<file path="src/verilog/alarm_irq_pkg.sv">
/*
 * Constants for the per-channel alarm status and interrupt block:
 * register indices, bit positions, reset values and persistence timing.
 * Assumes a single 50 MHz system clock.
 */
package alarm_irq_pkg;

   // Timing
   localparam int unsigned CLK_HZ           = 50_000_000;
   localparam int unsigned CYC_PER_MS       = CLK_HZ / 1000;
   localparam int unsigned ACT_PERSIST_MS   = 40;
   localparam int unsigned DEACT_PERSIST_MS = 30;
   localparam int unsigned AUTO_PERSIST_MS  = 5100;
   localparam int unsigned ACT_PERSIST_CYC   = ACT_PERSIST_MS * CYC_PER_MS;
   localparam int unsigned DEACT_PERSIST_CYC = DEACT_PERSIST_MS * CYC_PER_MS;
   localparam int unsigned AUTO_PERSIST_CYC  = AUTO_PERSIST_MS * CYC_PER_MS;

   // Register indices; byte address is four times the index
   localparam logic [9:0] IDX_EDGE_SEL = 10'h01A;
   localparam logic [9:0] IDX_MASK_A   = 10'h01B;
   localparam logic [9:0] IDX_MASK_B   = 10'h01C;
   localparam logic [9:0] IDX_STATUS_A = 10'h01E;
   localparam logic [9:0] IDX_STATUS_B = 10'h01F;
   localparam logic [9:0] IDX_LATCH_A  = 10'h020;
   localparam logic [9:0] IDX_LATCH_B  = 10'h021;

   // Reset values and the used latch B bits
   localparam logic [7:0] STATUS_RST   = 8'h00;
   localparam logic [7:0] LATCH_RST    = 8'h00;
   localparam logic [7:0] MASK_A_RST   = 8'hFF;
   localparam logic [7:0] MASK_B_RST   = 8'hEF;
   localparam logic [7:0] EDGE_SEL_RST = 8'h00;
   localparam logic [7:0] LATCH_B_USED = 8'hE3;

   // Status A / latch A bit positions
   localparam int unsigned B_AUTO_LOOP   = 7;
   localparam int unsigned B_AMP_OVF     = 7;
   localparam int unsigned B_TX_JIT      = 6;
   localparam int unsigned B_RX_JIT      = 5;
   localparam int unsigned B_OVERCURRENT = 4;
   localparam int unsigned B_CLK_MISSING = 3;
   localparam int unsigned B_TX_LOSS     = 2;
   localparam int unsigned B_SYS_LOSS    = 1;
   localparam int unsigned B_LINE_LOSS   = 0;

   // Status B / latch B bit positions
   localparam int unsigned B_SYS_AIS  = 7;
   localparam int unsigned B_LINE_AIS = 6;
   localparam int unsigned B_PRBS     = 5;
   localparam int unsigned B_ACT_CODE = 1;
   localparam int unsigned B_DEACT    = 0;

   // Edge select bit positions
   localparam int unsigned ES_AIS  = 6;
   localparam int unsigned ES_PRBS = 5;
   localparam int unsigned ES_OC   = 4;
   localparam int unsigned ES_CLK  = 3;
   localparam int unsigned ES_TXL  = 2;
   localparam int unsigned ES_LOS  = 1;
   localparam int unsigned ES_CODE = 0;

endpackage

</file>
<file path="src/verilog/edge_if.sv">
/*
 * Carrier between the register block and an edge detector: a status
 * vector, its per-bit edge selects and the resulting one-cycle hits.
 * Assumes both ends run on the same clock.
 */
`timescale 1ns/100ps
interface edge_if;
   logic [7:0] status;
   logic [7:0] edge_sel;
   logic [7:0] hit;
   modport src (output status, output edge_sel, input hit);
   modport det (input status, input edge_sel, output hit);
endinterface

</file>
<file path="src/verilog/edge_detect.sv">
/*
 * Per-bit transition detector. A bit hits on a rising change, or on
 * any change when its edge select is one.
 * Assumes status is registered and synchronous to i_clk.
 */
`timescale 1ns/100ps
module edge_detect (
   // Clock and reset
   input  wire logic i_clk,
   input  wire logic i_arst_n,
   // Status in, hits out
   edge_if.det       port
);
   typedef struct packed {
      logic [7:0] prev;
   } edge_state_t;

   edge_state_t st_r;
   edge_state_t st_nxt;

   always_comb begin
      st_nxt      = st_r;
      st_nxt.prev = port.status;
   end

   always_ff @(posedge i_clk or negedge i_arst_n) begin
      if (!i_arst_n) begin
         st_r <= '{prev: 8'h00};
      end else begin
         st_r <= st_nxt;
      end
   end

   // Either-direction when selected, else rising only
   assign port.hit = (port.status ^ st_r.prev) & (port.status | port.edge_sel);
endmodule

</file>
<file path="src/verilog/code_persist.sv">
/*
 * Persistence timer for a loop code detector. The flag rises once the
 * code has stood for more than the selected limit and drops with it.
 * Assumes i_present is synchronous to i_clk.
 */
`timescale 1ns/100ps
module code_persist
   import alarm_irq_pkg::*;
#(
   parameter int unsigned SHORT_CYC = ACT_PERSIST_CYC,
   parameter int unsigned LONG_CYC  = AUTO_PERSIST_CYC
) (
   // Clock and reset
   input  wire logic i_clk,
   input  wire logic i_arst_n,
   // Detector
   input  wire logic i_present,
   input  wire logic i_long,
   output logic      o_flag
);
   typedef struct packed {
      logic [31:0] cnt;
      logic        flag;
   } persist_t;

   persist_t    st_r;
   persist_t    st_nxt;
   logic [31:0] limit;

   assign limit = i_long ? 32'(LONG_CYC) : 32'(SHORT_CYC);

   always_comb begin
      st_nxt = st_r;
      if (!i_present) begin
         st_nxt.cnt  = 32'h0;
         st_nxt.flag = 1'b0;
      end else if (st_r.cnt < limit) begin
         st_nxt.cnt = st_r.cnt + 32'h1;
      end else begin
         st_nxt.flag = 1'b1;
      end
   end

   always_ff @(posedge i_clk or negedge i_arst_n) begin
      if (!i_arst_n) begin
         st_r <= '{cnt: 32'h0, flag: 1'b0};
      end else begin
         st_r <= st_nxt;
      end
   end

   assign o_flag = st_r.flag;
endmodule

</file>
<file path="src/verilog/channel_alarm_status_irq.sv">
/*
 * Per-channel alarm status, interrupt latches, masks and edge selects
 * behind a classic Wishbone slave, with one level interrupt output.
 * Assumes all condition inputs are synchronous to i_clk and that the
 * bus master holds a request until it sees ack.
 */
// Decided for this implementation: the Wishbone interface to the registers.
`timescale 1ns/100ps
module channel_alarm_status_irq
   import alarm_irq_pkg::*;
#(
   parameter int unsigned ACT_CYC   = ACT_PERSIST_CYC,
   parameter int unsigned DEACT_CYC = DEACT_PERSIST_CYC,
   parameter int unsigned AUTO_CYC  = AUTO_PERSIST_CYC
) (
   // Clock and reset
   input  wire logic        i_clk,
   input  wire logic        i_arst_n,
   // Wishbone slave
   input  wire logic        i_wb_cyc,
   input  wire logic        i_wb_stb,
   input  wire logic        i_wb_we,
   input  wire logic [11:0] i_wb_adr,
   input  wire logic [3:0]  i_wb_sel,
   input  wire logic [31:0] i_wb_dat,
   output logic [31:0]      o_wb_dat,
   output logic             o_wb_ack,
   // Channel conditions
   input  wire logic        i_auto_loop_active_flag,
   input  wire logic        i_driver_overcurrent_flag,
   input  wire logic        i_tx_clock_missing_flag,
   input  wire logic        i_tx_signal_loss_flag,
   input  wire logic        i_sys_signal_loss_flag,
   input  wire logic        i_line_signal_loss_flag,
   input  wire logic        i_sys_alarm_ind_flag,
   input  wire logic        i_line_alarm_ind_flag,
   input  wire logic        i_prbs_lock_flag,
   input  wire logic        i_activate_code,
   input  wire logic        i_deactivate_code,
   input  wire logic        i_auto_loop_enable,
   // One-cycle events
   input  wire logic        i_amp_overflow_event,
   input  wire logic        i_tx_jitter_buf_event,
   input  wire logic        i_rx_jitter_buf_event,
   // Interrupt
   output logic             o_irq
);

   typedef struct packed {
      logic [7:0] status_a;
      logic [7:0] status_b;
      logic [7:0] latch_a;
      logic [7:0] latch_b;
      logic [7:0] mask_a;
      logic [7:0] mask_b;
      logic [7:0] edge_sel;
      logic       ack;
      logic [7:0] rdat;
      logic       irq;
   } state_t;

   localparam state_t ST_RST = '{
      status_a: STATUS_RST,
      status_b: STATUS_RST,
      latch_a:  LATCH_RST,
      latch_b:  LATCH_RST,
      mask_a:   MASK_A_RST,
      mask_b:   MASK_B_RST,
      edge_sel: EDGE_SEL_RST,
      ack:      1'b0,
      rdat:     8'h00,
      irq:      1'b0
   };

   state_t     st_r;
   state_t     st_nxt;
   logic       req;
   logic       wr;
   logic [9:0] idx;
   logic       adr_ok;
   logic [7:0] wbyte;
   logic [7:0] rd_byte;
   logic [7:0] set_a;
   logic [7:0] set_b;
   logic [7:0] clr_a;
   logic [7:0] clr_b;
   logic       act_flag;
   logic       deact_flag;

   edge_if ea ();
   edge_if eb ();

   // Spread the shared select bits over the status A positions
   function automatic logic [7:0] sel_a(input logic [7:0] es);
      logic [7:0] s;
      s                = 8'h00;
      s[B_OVERCURRENT] = es[ES_OC];
      s[B_CLK_MISSING] = es[ES_CLK];
      s[B_TX_LOSS]     = es[ES_TXL];
      s[B_SYS_LOSS]    = es[ES_LOS];
      s[B_LINE_LOSS]   = es[ES_LOS];
      return s;
   endfunction

   function automatic logic [7:0] sel_b(input logic [7:0] es);
      logic [7:0] s;
      s             = 8'h00;
      s[B_SYS_AIS]  = es[ES_AIS];
      s[B_LINE_AIS] = es[ES_AIS];
      s[B_PRBS]     = es[ES_PRBS];
      s[B_ACT_CODE] = es[ES_CODE];
      s[B_DEACT]    = es[ES_CODE];
      return s;
   endfunction

   // New events win over a clear in the same cycle
   function automatic logic [7:0] latch_update(input logic [7:0] old,
                                               input logic [7:0] clr,
                                               input logic [7:0] set);
      return (old & ~clr) | set;
   endfunction

   function automatic logic pending(input logic [7:0] lat,
                                    input logic [7:0] msk);
      return |(lat & ~msk);
   endfunction

   // Persistence timers for the loop codes
   code_persist #(
      .SHORT_CYC (ACT_CYC),
      .LONG_CYC  (AUTO_CYC)
   ) u_act (
      .i_clk     (i_clk),
      .i_arst_n  (i_arst_n),
      .i_present (i_activate_code),
      .i_long    (i_auto_loop_enable),
      .o_flag    (act_flag)
   );

   code_persist #(
      .SHORT_CYC (DEACT_CYC),
      .LONG_CYC  (AUTO_CYC)
   ) u_deact (
      .i_clk     (i_clk),
      .i_arst_n  (i_arst_n),
      .i_present (i_deactivate_code),
      .i_long    (i_auto_loop_enable),
      .o_flag    (deact_flag)
   );

   assign ea.status   = st_r.status_a;
   assign ea.edge_sel = sel_a(st_r.edge_sel);
   assign eb.status   = st_r.status_b;
   assign eb.edge_sel = sel_b(st_r.edge_sel);

   edge_detect u_edge_a (
      .i_clk    (i_clk),
      .i_arst_n (i_arst_n),
      .port     (ea)
   );

   edge_detect u_edge_b (
      .i_clk    (i_clk),
      .i_arst_n (i_arst_n),
      .port     (eb)
   );

   // Bus decode; only byte lane 0 carries data
   assign req    = i_wb_cyc & i_wb_stb;
   assign idx    = i_wb_adr[11:2];
   assign wr     = req & i_wb_we & i_wb_sel[0] & ~st_r.ack;
   assign wbyte  = i_wb_dat[7:0];
   assign clr_a  = (wr && idx == IDX_LATCH_A) ? wbyte : 8'h00;
   assign clr_b  = (wr && idx == IDX_LATCH_B) ? wbyte : 8'h00;

   always_comb begin
      rd_byte = 8'h00;
      adr_ok  = 1'b1;
      case (idx)
         IDX_EDGE_SEL: rd_byte = st_r.edge_sel;
         IDX_MASK_A:   rd_byte = st_r.mask_a;
         IDX_MASK_B:   rd_byte = st_r.mask_b;
         IDX_STATUS_A: rd_byte = st_r.status_a;
         IDX_STATUS_B: rd_byte = st_r.status_b;
         IDX_LATCH_A:  rd_byte = st_r.latch_a;
         IDX_LATCH_B:  rd_byte = st_r.latch_b;
         default:      adr_ok  = 1'b0;
      endcase
   end

   always_comb begin
      set_a                = 8'h00;
      set_a[B_AMP_OVF]     = i_amp_overflow_event;
      set_a[B_TX_JIT]      = i_tx_jitter_buf_event;
      set_a[B_RX_JIT]      = i_rx_jitter_buf_event;
      set_a[B_OVERCURRENT] = ea.hit[B_OVERCURRENT];
      set_a[B_CLK_MISSING] = ea.hit[B_CLK_MISSING];
      set_a[B_TX_LOSS]     = ea.hit[B_TX_LOSS];
      set_a[B_SYS_LOSS]    = ea.hit[B_SYS_LOSS];
      set_a[B_LINE_LOSS]   = ea.hit[B_LINE_LOSS];
      set_b                = eb.hit & LATCH_B_USED;
   end

   always_comb begin
      st_nxt = st_r;

      st_nxt.status_a                = STATUS_RST;
      st_nxt.status_a[B_AUTO_LOOP]   = i_auto_loop_active_flag;
      st_nxt.status_a[B_OVERCURRENT] = i_driver_overcurrent_flag;
      st_nxt.status_a[B_CLK_MISSING] = i_tx_clock_missing_flag;
      st_nxt.status_a[B_TX_LOSS]     = i_tx_signal_loss_flag;
      st_nxt.status_a[B_SYS_LOSS]    = i_sys_signal_loss_flag;
      st_nxt.status_a[B_LINE_LOSS]   = i_line_signal_loss_flag;

      st_nxt.status_b                = STATUS_RST;
      st_nxt.status_b[B_SYS_AIS]     = i_sys_alarm_ind_flag;
      st_nxt.status_b[B_LINE_AIS]    = i_line_alarm_ind_flag;
      st_nxt.status_b[B_PRBS]        = i_prbs_lock_flag;
      st_nxt.status_b[B_ACT_CODE]    = act_flag;
      st_nxt.status_b[B_DEACT]       = deact_flag;

      st_nxt.latch_a = latch_update(st_r.latch_a, clr_a, set_a);
      st_nxt.latch_b = latch_update(st_r.latch_b, clr_b, set_b);

      if (wr && idx == IDX_MASK_A) begin
         st_nxt.mask_a = wbyte;
      end
      if (wr && idx == IDX_MASK_B) begin
         st_nxt.mask_b = wbyte;
      end
      if (wr && idx == IDX_EDGE_SEL) begin
         st_nxt.edge_sel = wbyte;
      end

      // Every access, mapped or not, is acknowledged after one cycle
      st_nxt.ack  = req & ~st_r.ack;
      st_nxt.rdat = (req && !st_r.ack && adr_ok) ? rd_byte : 8'h00;

      // Registered from the next latch state so it tracks latch bits exactly
      st_nxt.irq = pending(st_nxt.latch_a, st_nxt.mask_a) |
                   pending(st_nxt.latch_b, st_nxt.mask_b);
   end

   always_ff @(posedge i_clk or negedge i_arst_n) begin
      if (!i_arst_n) begin
         st_r <= ST_RST;
      end else begin
         st_r <= st_nxt;
      end
   end

   assign o_wb_dat = {24'h000000, st_r.rdat};
   assign o_wb_ack = st_r.ack;
   assign o_irq    = st_r.irq;
endmodule

</file>
<file path="config.mk">
export PLATFORM = sky130hd
export DESIGN_NAME = channel_alarm_status_irq
export DESIGN_NICKNAME = d
export VERILOG_FILES = /design/src/verilog/alarm_irq_pkg.sv /design/src/verilog/edge_if.sv /design/src/verilog/edge_detect.sv /design/src/verilog/code_persist.sv /design/src/verilog/channel_alarm_status_irq.sv
export SDC_FILE = /design/constraint.sdc
export NUM_CORES = 1
export LEC_CHECK = 0
export ABC_AREA = 1
export BUFFER_PORTS_ARGS = -buffer_cell sky130_fd_sc_hd__buf_2
export CORE_UTILIZATION = 60
export CTS_CLUSTER_SIZE = 10
export DETAILED_ROUTE_END_ITERATION = 8
export PLACE_DENSITY = 0.79
export SLEW_MARGIN = 15
export SYNTH_ARGS = -nofsm -noshare
export SYNTH_HDL_FRONTEND = slang
export SYNTH_SLANG_ARGS = --single-unit
</file>
<file path="constraint.sdc">
create_clock -name i_clk -period 3.96 [get_ports i_clk]
set_input_delay 0.396 -clock i_clk [delete_from_list [all_inputs] [get_ports i_clk]]
set_output_delay 0.396 -clock i_clk [all_outputs]
set_load 0.05 [all_outputs]
</file>
Word level (Yosys, flattened, before mapping)
Index checks and enable logic that the tools add are counted.
{"block": "word_totals", "regBits": 137, "latchBits": 0, "ramBits": 0, "romBits": 0, "wordCells": 80, "n_memories": 0}
{"block": "op_classes", "addsub": 2, "n_mul": 0, "n_div": 0, "n_lt_le_gt_ge": 2, "eq_ne": 11, "n_shift": 0, "n_mux": 15, "bitwise_logic": 23, "n_reduce_logical": 11}
{"operator": "2-to-1 mux 33 bit", "n": 2}
{"operator": "adder 32 x 1 -> 32 bit, second input constant", "n": 2}
{"operator": "< comparator 32 bit", "n": 2}
{"operator": "2-to-1 mux 32 bit", "n": 2}
{"operator": "2-to-1 mux 28 bit", "n": 2}
{"operator": "case mux 8 bit (7 select lines)", "n": 1}
{"operator": "equality test 10 x 5 -> 1 bit, second input constant", "n": 5}
{"operator": "AND 8 bit", "n": 5}
{"operator": "2-to-1 mux 8 bit", "n": 5}
{"operator": "NOT 8 bit", "n": 4}
{"operator": "OR 8 bit", "n": 3}
{"operator": "equality test 10 x 6 -> 1 bit, second input constant", "n": 2}
{"operator": "OR reduction 8 bit", "n": 2}
{"operator": "bitwise XOR 8 bit", "n": 1}
{"operator": "logical AND 1 bit", "n": 7}
{"operator": "OR reduction 7 bit", "n": 1}
{"operator": "AND 1 bit", "n": 5}
{"operator": "AND 5 bit", "n": 1}
{"operator": "OR 5 bit", "n": 1}
{"operator": "bitwise XOR 5 bit", "n": 1}
{"operator": "inequality test 2 x 1 -> 1 bit, second input constant", "n": 2}
{"operator": "inequality test 2 bit, second input constant", "n": 2}
{"operator": "2-to-1 mux 1 bit", "n": 3}
{"operator": "logical NOT 1 bit", "n": 1}
{"operator": "other kinds (2)", "n": 2}

Logic depth before layout (Yosys ltp)
{"block": "logic_depth", "ltp_word": 12, "mapped_depth": 13, "ltp_nobuf": 13}

Cells and area by module
Synthesis repeated with hierarchy kept, for this count alone.
{"block": "hier_totals", "hier_cells": 1326, "area_unflattened_um2": 9334.0}
{"module": "channel_alarm_status_irq", "n_inst": 1, "cells_per_inst": 403, "area_per_inst_um2": 3347.0, "seq_area_each_um2": 1545.2}
{"module": "code_persist (u_act)", "n_inst": 1, "cells_per_inst": 415, "area_per_inst_um2": 2637.5, "seq_area_each_um2": 825.8}
{"module": "code_persist (u_deact)", "n_inst": 1, "cells_per_inst": 412, "area_per_inst_um2": 2628.8, "seq_area_each_um2": 825.8}
{"module": "edge_detect", "n_inst": 2, "cells_per_inst": 48, "area_per_inst_um2": 360.3, "seq_area_each_um2": 200.2}

Worst setup path before layout
Ideal clock, no wire load.
{"block": "synth_timing", "kind": "in2reg", "from": "input port i_auto_loop_enable", "to": "register u_deact.st_r[25] in the netlist's numbering", "setup_time_ns": 0.117, "arrival_time_ns": 2.060, "t_required_ns": 3.843, "path_slack_ns": 1.783, "stages": 10, "path_cell_list": "inv_1 ha_1 a21oi_1 o21ai_0 nor3_2 nand2_2 buf_6 buf_6 nand3_1 nand2_1"}
{"block": "synth_between", "elab_chain_cells": 3}
{"item": "start: declaration", "line": "channel_alarm_status_irq.sv:40", "source": "input wire logic i_auto_loop_enable,"}
{"item": "2-to-1 mux 28 bit", "line": "code_persist.sv:30", "source": "assign limit = i_long ? 32'(LONG_CYC) : 32'(SHORT_CYC);"}
{"item": "< comparator 32 bit", "line": "code_persist.sv:37", "source": "end else if (st_r.cnt < limit) begin"}
{"item": "inequality test 2 x 1 -> 1 bit (no source line)"}
{"item": "end signal: assignment", "line": "code_persist.sv:46", "source": "st_r <= '{cnt: 32'h0, flag: 1'b0};"}
{"item": "end signal: assignment", "line": "code_persist.sv:48", "source": "st_r <= st_nxt;"}
{"item": "end: declaration", "line": "code_persist.sv:26", "source": "persist_t st_r;"}
Every way passes these cells.
A chain may end at the register's enable or synchronous reset.

Final worst setup path
{"block": "layout_timing", "from": "input port i_auto_loop_enable", "to": "register u_act.st_r[17] in the netlist's numbering"}
{"block": "layout_between", "elab_chain_cells": 3}
{"item": "2-to-1 mux 28 bit", "line": "code_persist.sv:30"}
{"item": "< comparator 32 bit", "line": "code_persist.sv:37"}
{"item": "inequality test 2 x 1 -> 1 bit (no source line)"}
{"item": "end signal: assignment", "line": "code_persist.sv:46"}
{"item": "end signal: assignment", "line": "code_persist.sv:48"}
{"item": "end: declaration", "line": "code_persist.sv:26"}
Every way passes these cells.

==> impl_metrics.csv <==
group,metric,value,unit
run_status,outcome,"completed",
global_route,grt_pass1_wl,32300,microns
worst_setup_path,cpPeakStageDelay,0.35,ns
worst_setup_path,cp_cell_sequence,"buf_2, inv_1, buf_4, ha_1, a21oi_1, o21ai_0, nor2_1, nand2_1, nor2_1, nand2_4, inv_1, nand3_1, o21ai_2",
route,final_antenna_net_count,0,
synth,synth_edf_count,0,
timing,layout_worst_path_cycle_share,63.5,%
pwr,p_seq_share,44.3,%
route,detailroute.via_count,7385,
pwr,netSwitchingFraction,25.7,%
timing,relSlewSlack,50.3,%
die,floorplan.initialDensity,62.5,%
synth,synthesis.yosys.warnings,0,
synth,synth-compound-area-share,7.16,%
clock_network,cts_max_level,4,
clock_network,path_clk_slew,0.06,ns
worst_setup_path,endpoint_kind_of_the_worst_setup_timing_path,"flop",
synth,seq_area_frac_synth,41.0,%
worst_setup_path,slowest_stage,"sky130_fd_sc_hd__inv_1",
clock_network,cts.sink_count,137,
clock_network,ctsLongestPathBuffers,2,
clock_network,cts_tree,"done",
synth,synth_simple_gate_area_share,32.3,%
die,dieHeight,120,microns
die,die_area,14500,sq um
global_route,antenna_violations_before_repair,0,
route,postRouteWirelength,19800,microns
route,drt_first_pass_iters,6,
synth,synth_cell_types,40,
synth,register_bit_total_from_synthesis,137,
synth,syn-instance-count,1126,
synth,synth_top_cells_by_count,"sky130_fd_sc_hd__nand2_1, sky130_fd_sc_hd__inv_1, sky130_fd_sc_hd__dfrtp_1",
worst_setup_path,cp_max_fo,26,
synth,post_synth_mux_area_share,0,%
placed_design,routabilityCongestion,0.955,
run,max_cap_violations,0,
synth,post_synth_instance_area,8410,sq um
hold_path,min-delay-path-class,"primary input to flop",
global_route,first_global_vias,6663,
timing,final-max-slew-violation-count,0,
timing,period_minus_ws_final,2.52,ns
timing,worst_hold_slack,0.0727,ns
clock_network,worst_skew_pair.late_latency,0.43,ns
synth,post-synth-top-area-cell,"sky130_fd_sc_hd__dfrtp_1",
synth,synth_xor_xnor_area_share,4.79,%
timing,hold_viol,0,
clock_network,ctsRootBufferMaster,"sky130_fd_sc_hd__clkbuf_16",
clock_network,numCtsBuffers,17,
global_route,grt.overflow.total,0,
placed_design,post-dp-hpwl,13400,microns
pwr,power.leakage,0.00455,uW
die,design.portCount,102,
synth,yosys.area.top_type_share,36.3,%
synth,yosys-top-cells-area,"sky130_fd_sc_hd__dfrtp_1, sky130_fd_sc_hd__nand2_1, sky130_fd_sc_hd__nand3_1, sky130_fd_sc_hd__inv_1, sky130_fd_sc_hd__nor2_1",
pwr,p_comb_share,6.0,%
placed_design,buffers_added_on_ports,48,
finish,area_delta_synth_final,9.06,%
global_route,globalRouteTotalUtil,28.4,%
pwr,share_of_total_power_in_the_clock_network,49.6,%
timing,finalSetupViolCount,0,
finish,num-nets-final,1252,
finish,post_route_cells_drive_above_1_share,11.3,%
die,floorplan.rows,42,
pwr,total_switching_power,829,uW
route,wire_per_inst,14.7,microns
finish,num_antenna_cells,0,
synth,synth-async-reset-ratio,100,%
synth,synth_most_common_cell,"sky130_fd_sc_hd__nand2_1",
timing,setup-tns-final,0,ns
synth,avgSynthCellArea,7.47,sq um
pwr,vdd_ir_drop_max,0.307,mV
timing,maxClockFrequency,397,MHz
route,detail_route.vias_per_cell,5.48,
worst_setup_path,critical_path_required,4.31,ns
die,core_region_area,13500,sq um
worst_setup_path,startpoint_type,"primary input",
finish,finish.utilization,68.2,%
route,drc,0,
worst_setup_path,critical_path_class,"primary input to flop",
global_route,grt_start_max_net_pins,68,
die,overall_die_width,120,microns
synth,synth_flop_cell,"sky130_fd_sc_hd__dfrtp_1",
synth,largest_family_of_logic_cells_by_synthesized_area,"simple AND/OR/NAND/NOR gates",
timing,grt_setup_unrepaired,"no",
pwr,power_report.internal_total,2390,uW
timing,worst-slew-pin-transition,0.740,ns
finish,n_fill_cell,1155,
timing,clock_skews,0.00833,ns
pwr,pd_cells,352,nW/um^2
pwr,power.total,3220,uW
worst_setup_path,worstPathArrival,2.87,ns
synth,post_synth_fa_ha_maj_area_fraction,3.72,%
route,drt_iter0_markers,676,
clock_network,post_cts_buffers,0,
-- stage by stage --
stage	worst slack, ns	instance area (sq um)	std cells
finish	1.44	9170	1348
CTS	1.46	9170	1348
floorplan	1.78	8500	1149
global route	1.27	9170	1348
global placement	1.13	8570	1315
detailed placement	1.07	8570	1315
-- power by group through the flow --
stage	logic, uW	registers (uW)	clock network [uW]
after floorplan	134	1450	0
after global placement	190	1450	0
after detailed placement	192	1450	0
after CTS	194	1430	1620
after global routing	213	1430	1680
final	194	1430	1600
-- flip-flops by register name, indices dropped and copies added, names as in the netlist --
signal / cells
u_act.o_flag: 1
u_deact.st_r: 32
u_deact.o_flag: 1
eb.status: 5
o_wb_ack: 1
ea.edge_sel: 4
u_act.st_r: 32
o_wb_dat: 8
ea.status: 6
o_irq: 1
u_edge_a.st_r: 5
u_edge_b.st_r: 5
st_r: 33
eb.edge_sel: 3
-- cell usage in the layout (no fill, tap or decap), drive strengths merged --
cell type | Yosys | routed
bufinv | 0 | 2
o221ai | 1 | 1
nand4 | 37 | 37
o2111ai | 1 | 1
xnor2 | 14 | 14
o21ai | 48 | 48
buf | 56 | 55
o22ai | 14 | 14
dlygate4sd3 | 0 | 1
nor2 | 131 | 131
o211ai | 2 | 2
a22o | 3 | 3
o21bai | 1 | 1
nand2b | 1 | 1
dfstp | 15 | 15
a21o | 1 | 1
dfrtp | 122 | 122
nor3 | 39 | 39
xor2 | 32 | 32
or2 | 1 | 1
nand2 | 301 | 301
and2 | 1 | 1
nand3 | 105 | 105
clkinv | 1 | 8
a21oi | 36 | 36
nor3b | 2 | 2
conb | 1 | 24
ha | 25 | 25
inv | 126 | 132
clkbuf | 9 | 17
-- final timing paths --
| path | depth (start not counted) | slack, ns | endpoint | from |
|---|---|---|---|---|
| max | 13 | 1.44 | u_act.st_r[17] | i_auto_loop_enable |
| min | 1 | 0.07 | ea.status[2] | i_tx_signal_loss_flag |
| max reg2reg | 12 | 1.61 | o_irq | o_wb_ack |
| min reg2reg | 0 | 0.37 | eb.status[1] | u_act.o_flag |
| max in group asynchronous | 3 | 2.52 | u_act.st_r[10] | i_arst_n |
| min in group asynchronous | 2 | 0.53 | ea.status[7] | i_arst_n |
-- kinds of logic (layout without fill, tap and decap cells) --
group                      Yosys count  after routing
AOI/OAI and AO/OA                  107            107
xor gates and xnor gates            46             46
adders and majority gates           25             25
buffers and inverters              192            215
DFF                                137            137
other                                1             24
and+or+nand+nor                    618            618
-- layout make-up --
cell class                      instances  area, sq um  area share, %
Sequential cell                       137         3450           37.6
Inverter                              127          477           5.20
Clock inverter                         15          165           1.80
Multi-Input combinational cell        820         4130           45.0
Clock buffer                           17          425           4.64
Tap cell                              176          220           2.40
Timing Repair Buffer                   56          309           3.37
-- metal layers --
metal	up-vias	track usage [%]	routed length, microns
li1	3661	-	-
met1	3403	37.6	8870
met2	273	46.0	9420
met3	48	6.13	1130
met4	0	10.7	411
met5	-	0	0
-- critical path, delay by kind of cell --
family | cells | cell delay, ns
buffers and inverters | 4 | 1.11
AOI/OAI and AO/OA | 3 | 0.30
and+or+nand+nor | 5 | 0.76
adders and majority gates | 1 | 0.27
-- what timing repair did --
item / 4_1_cts / 5_1_grt
endpoints found under the setup margin: 0 / 0
gates resized for setup: 0 / 0
endpoints found under the hold margin: 58 / 0
hold buffers: 1 / 0
Note: power is estimated with default switching activity, not from simulation.
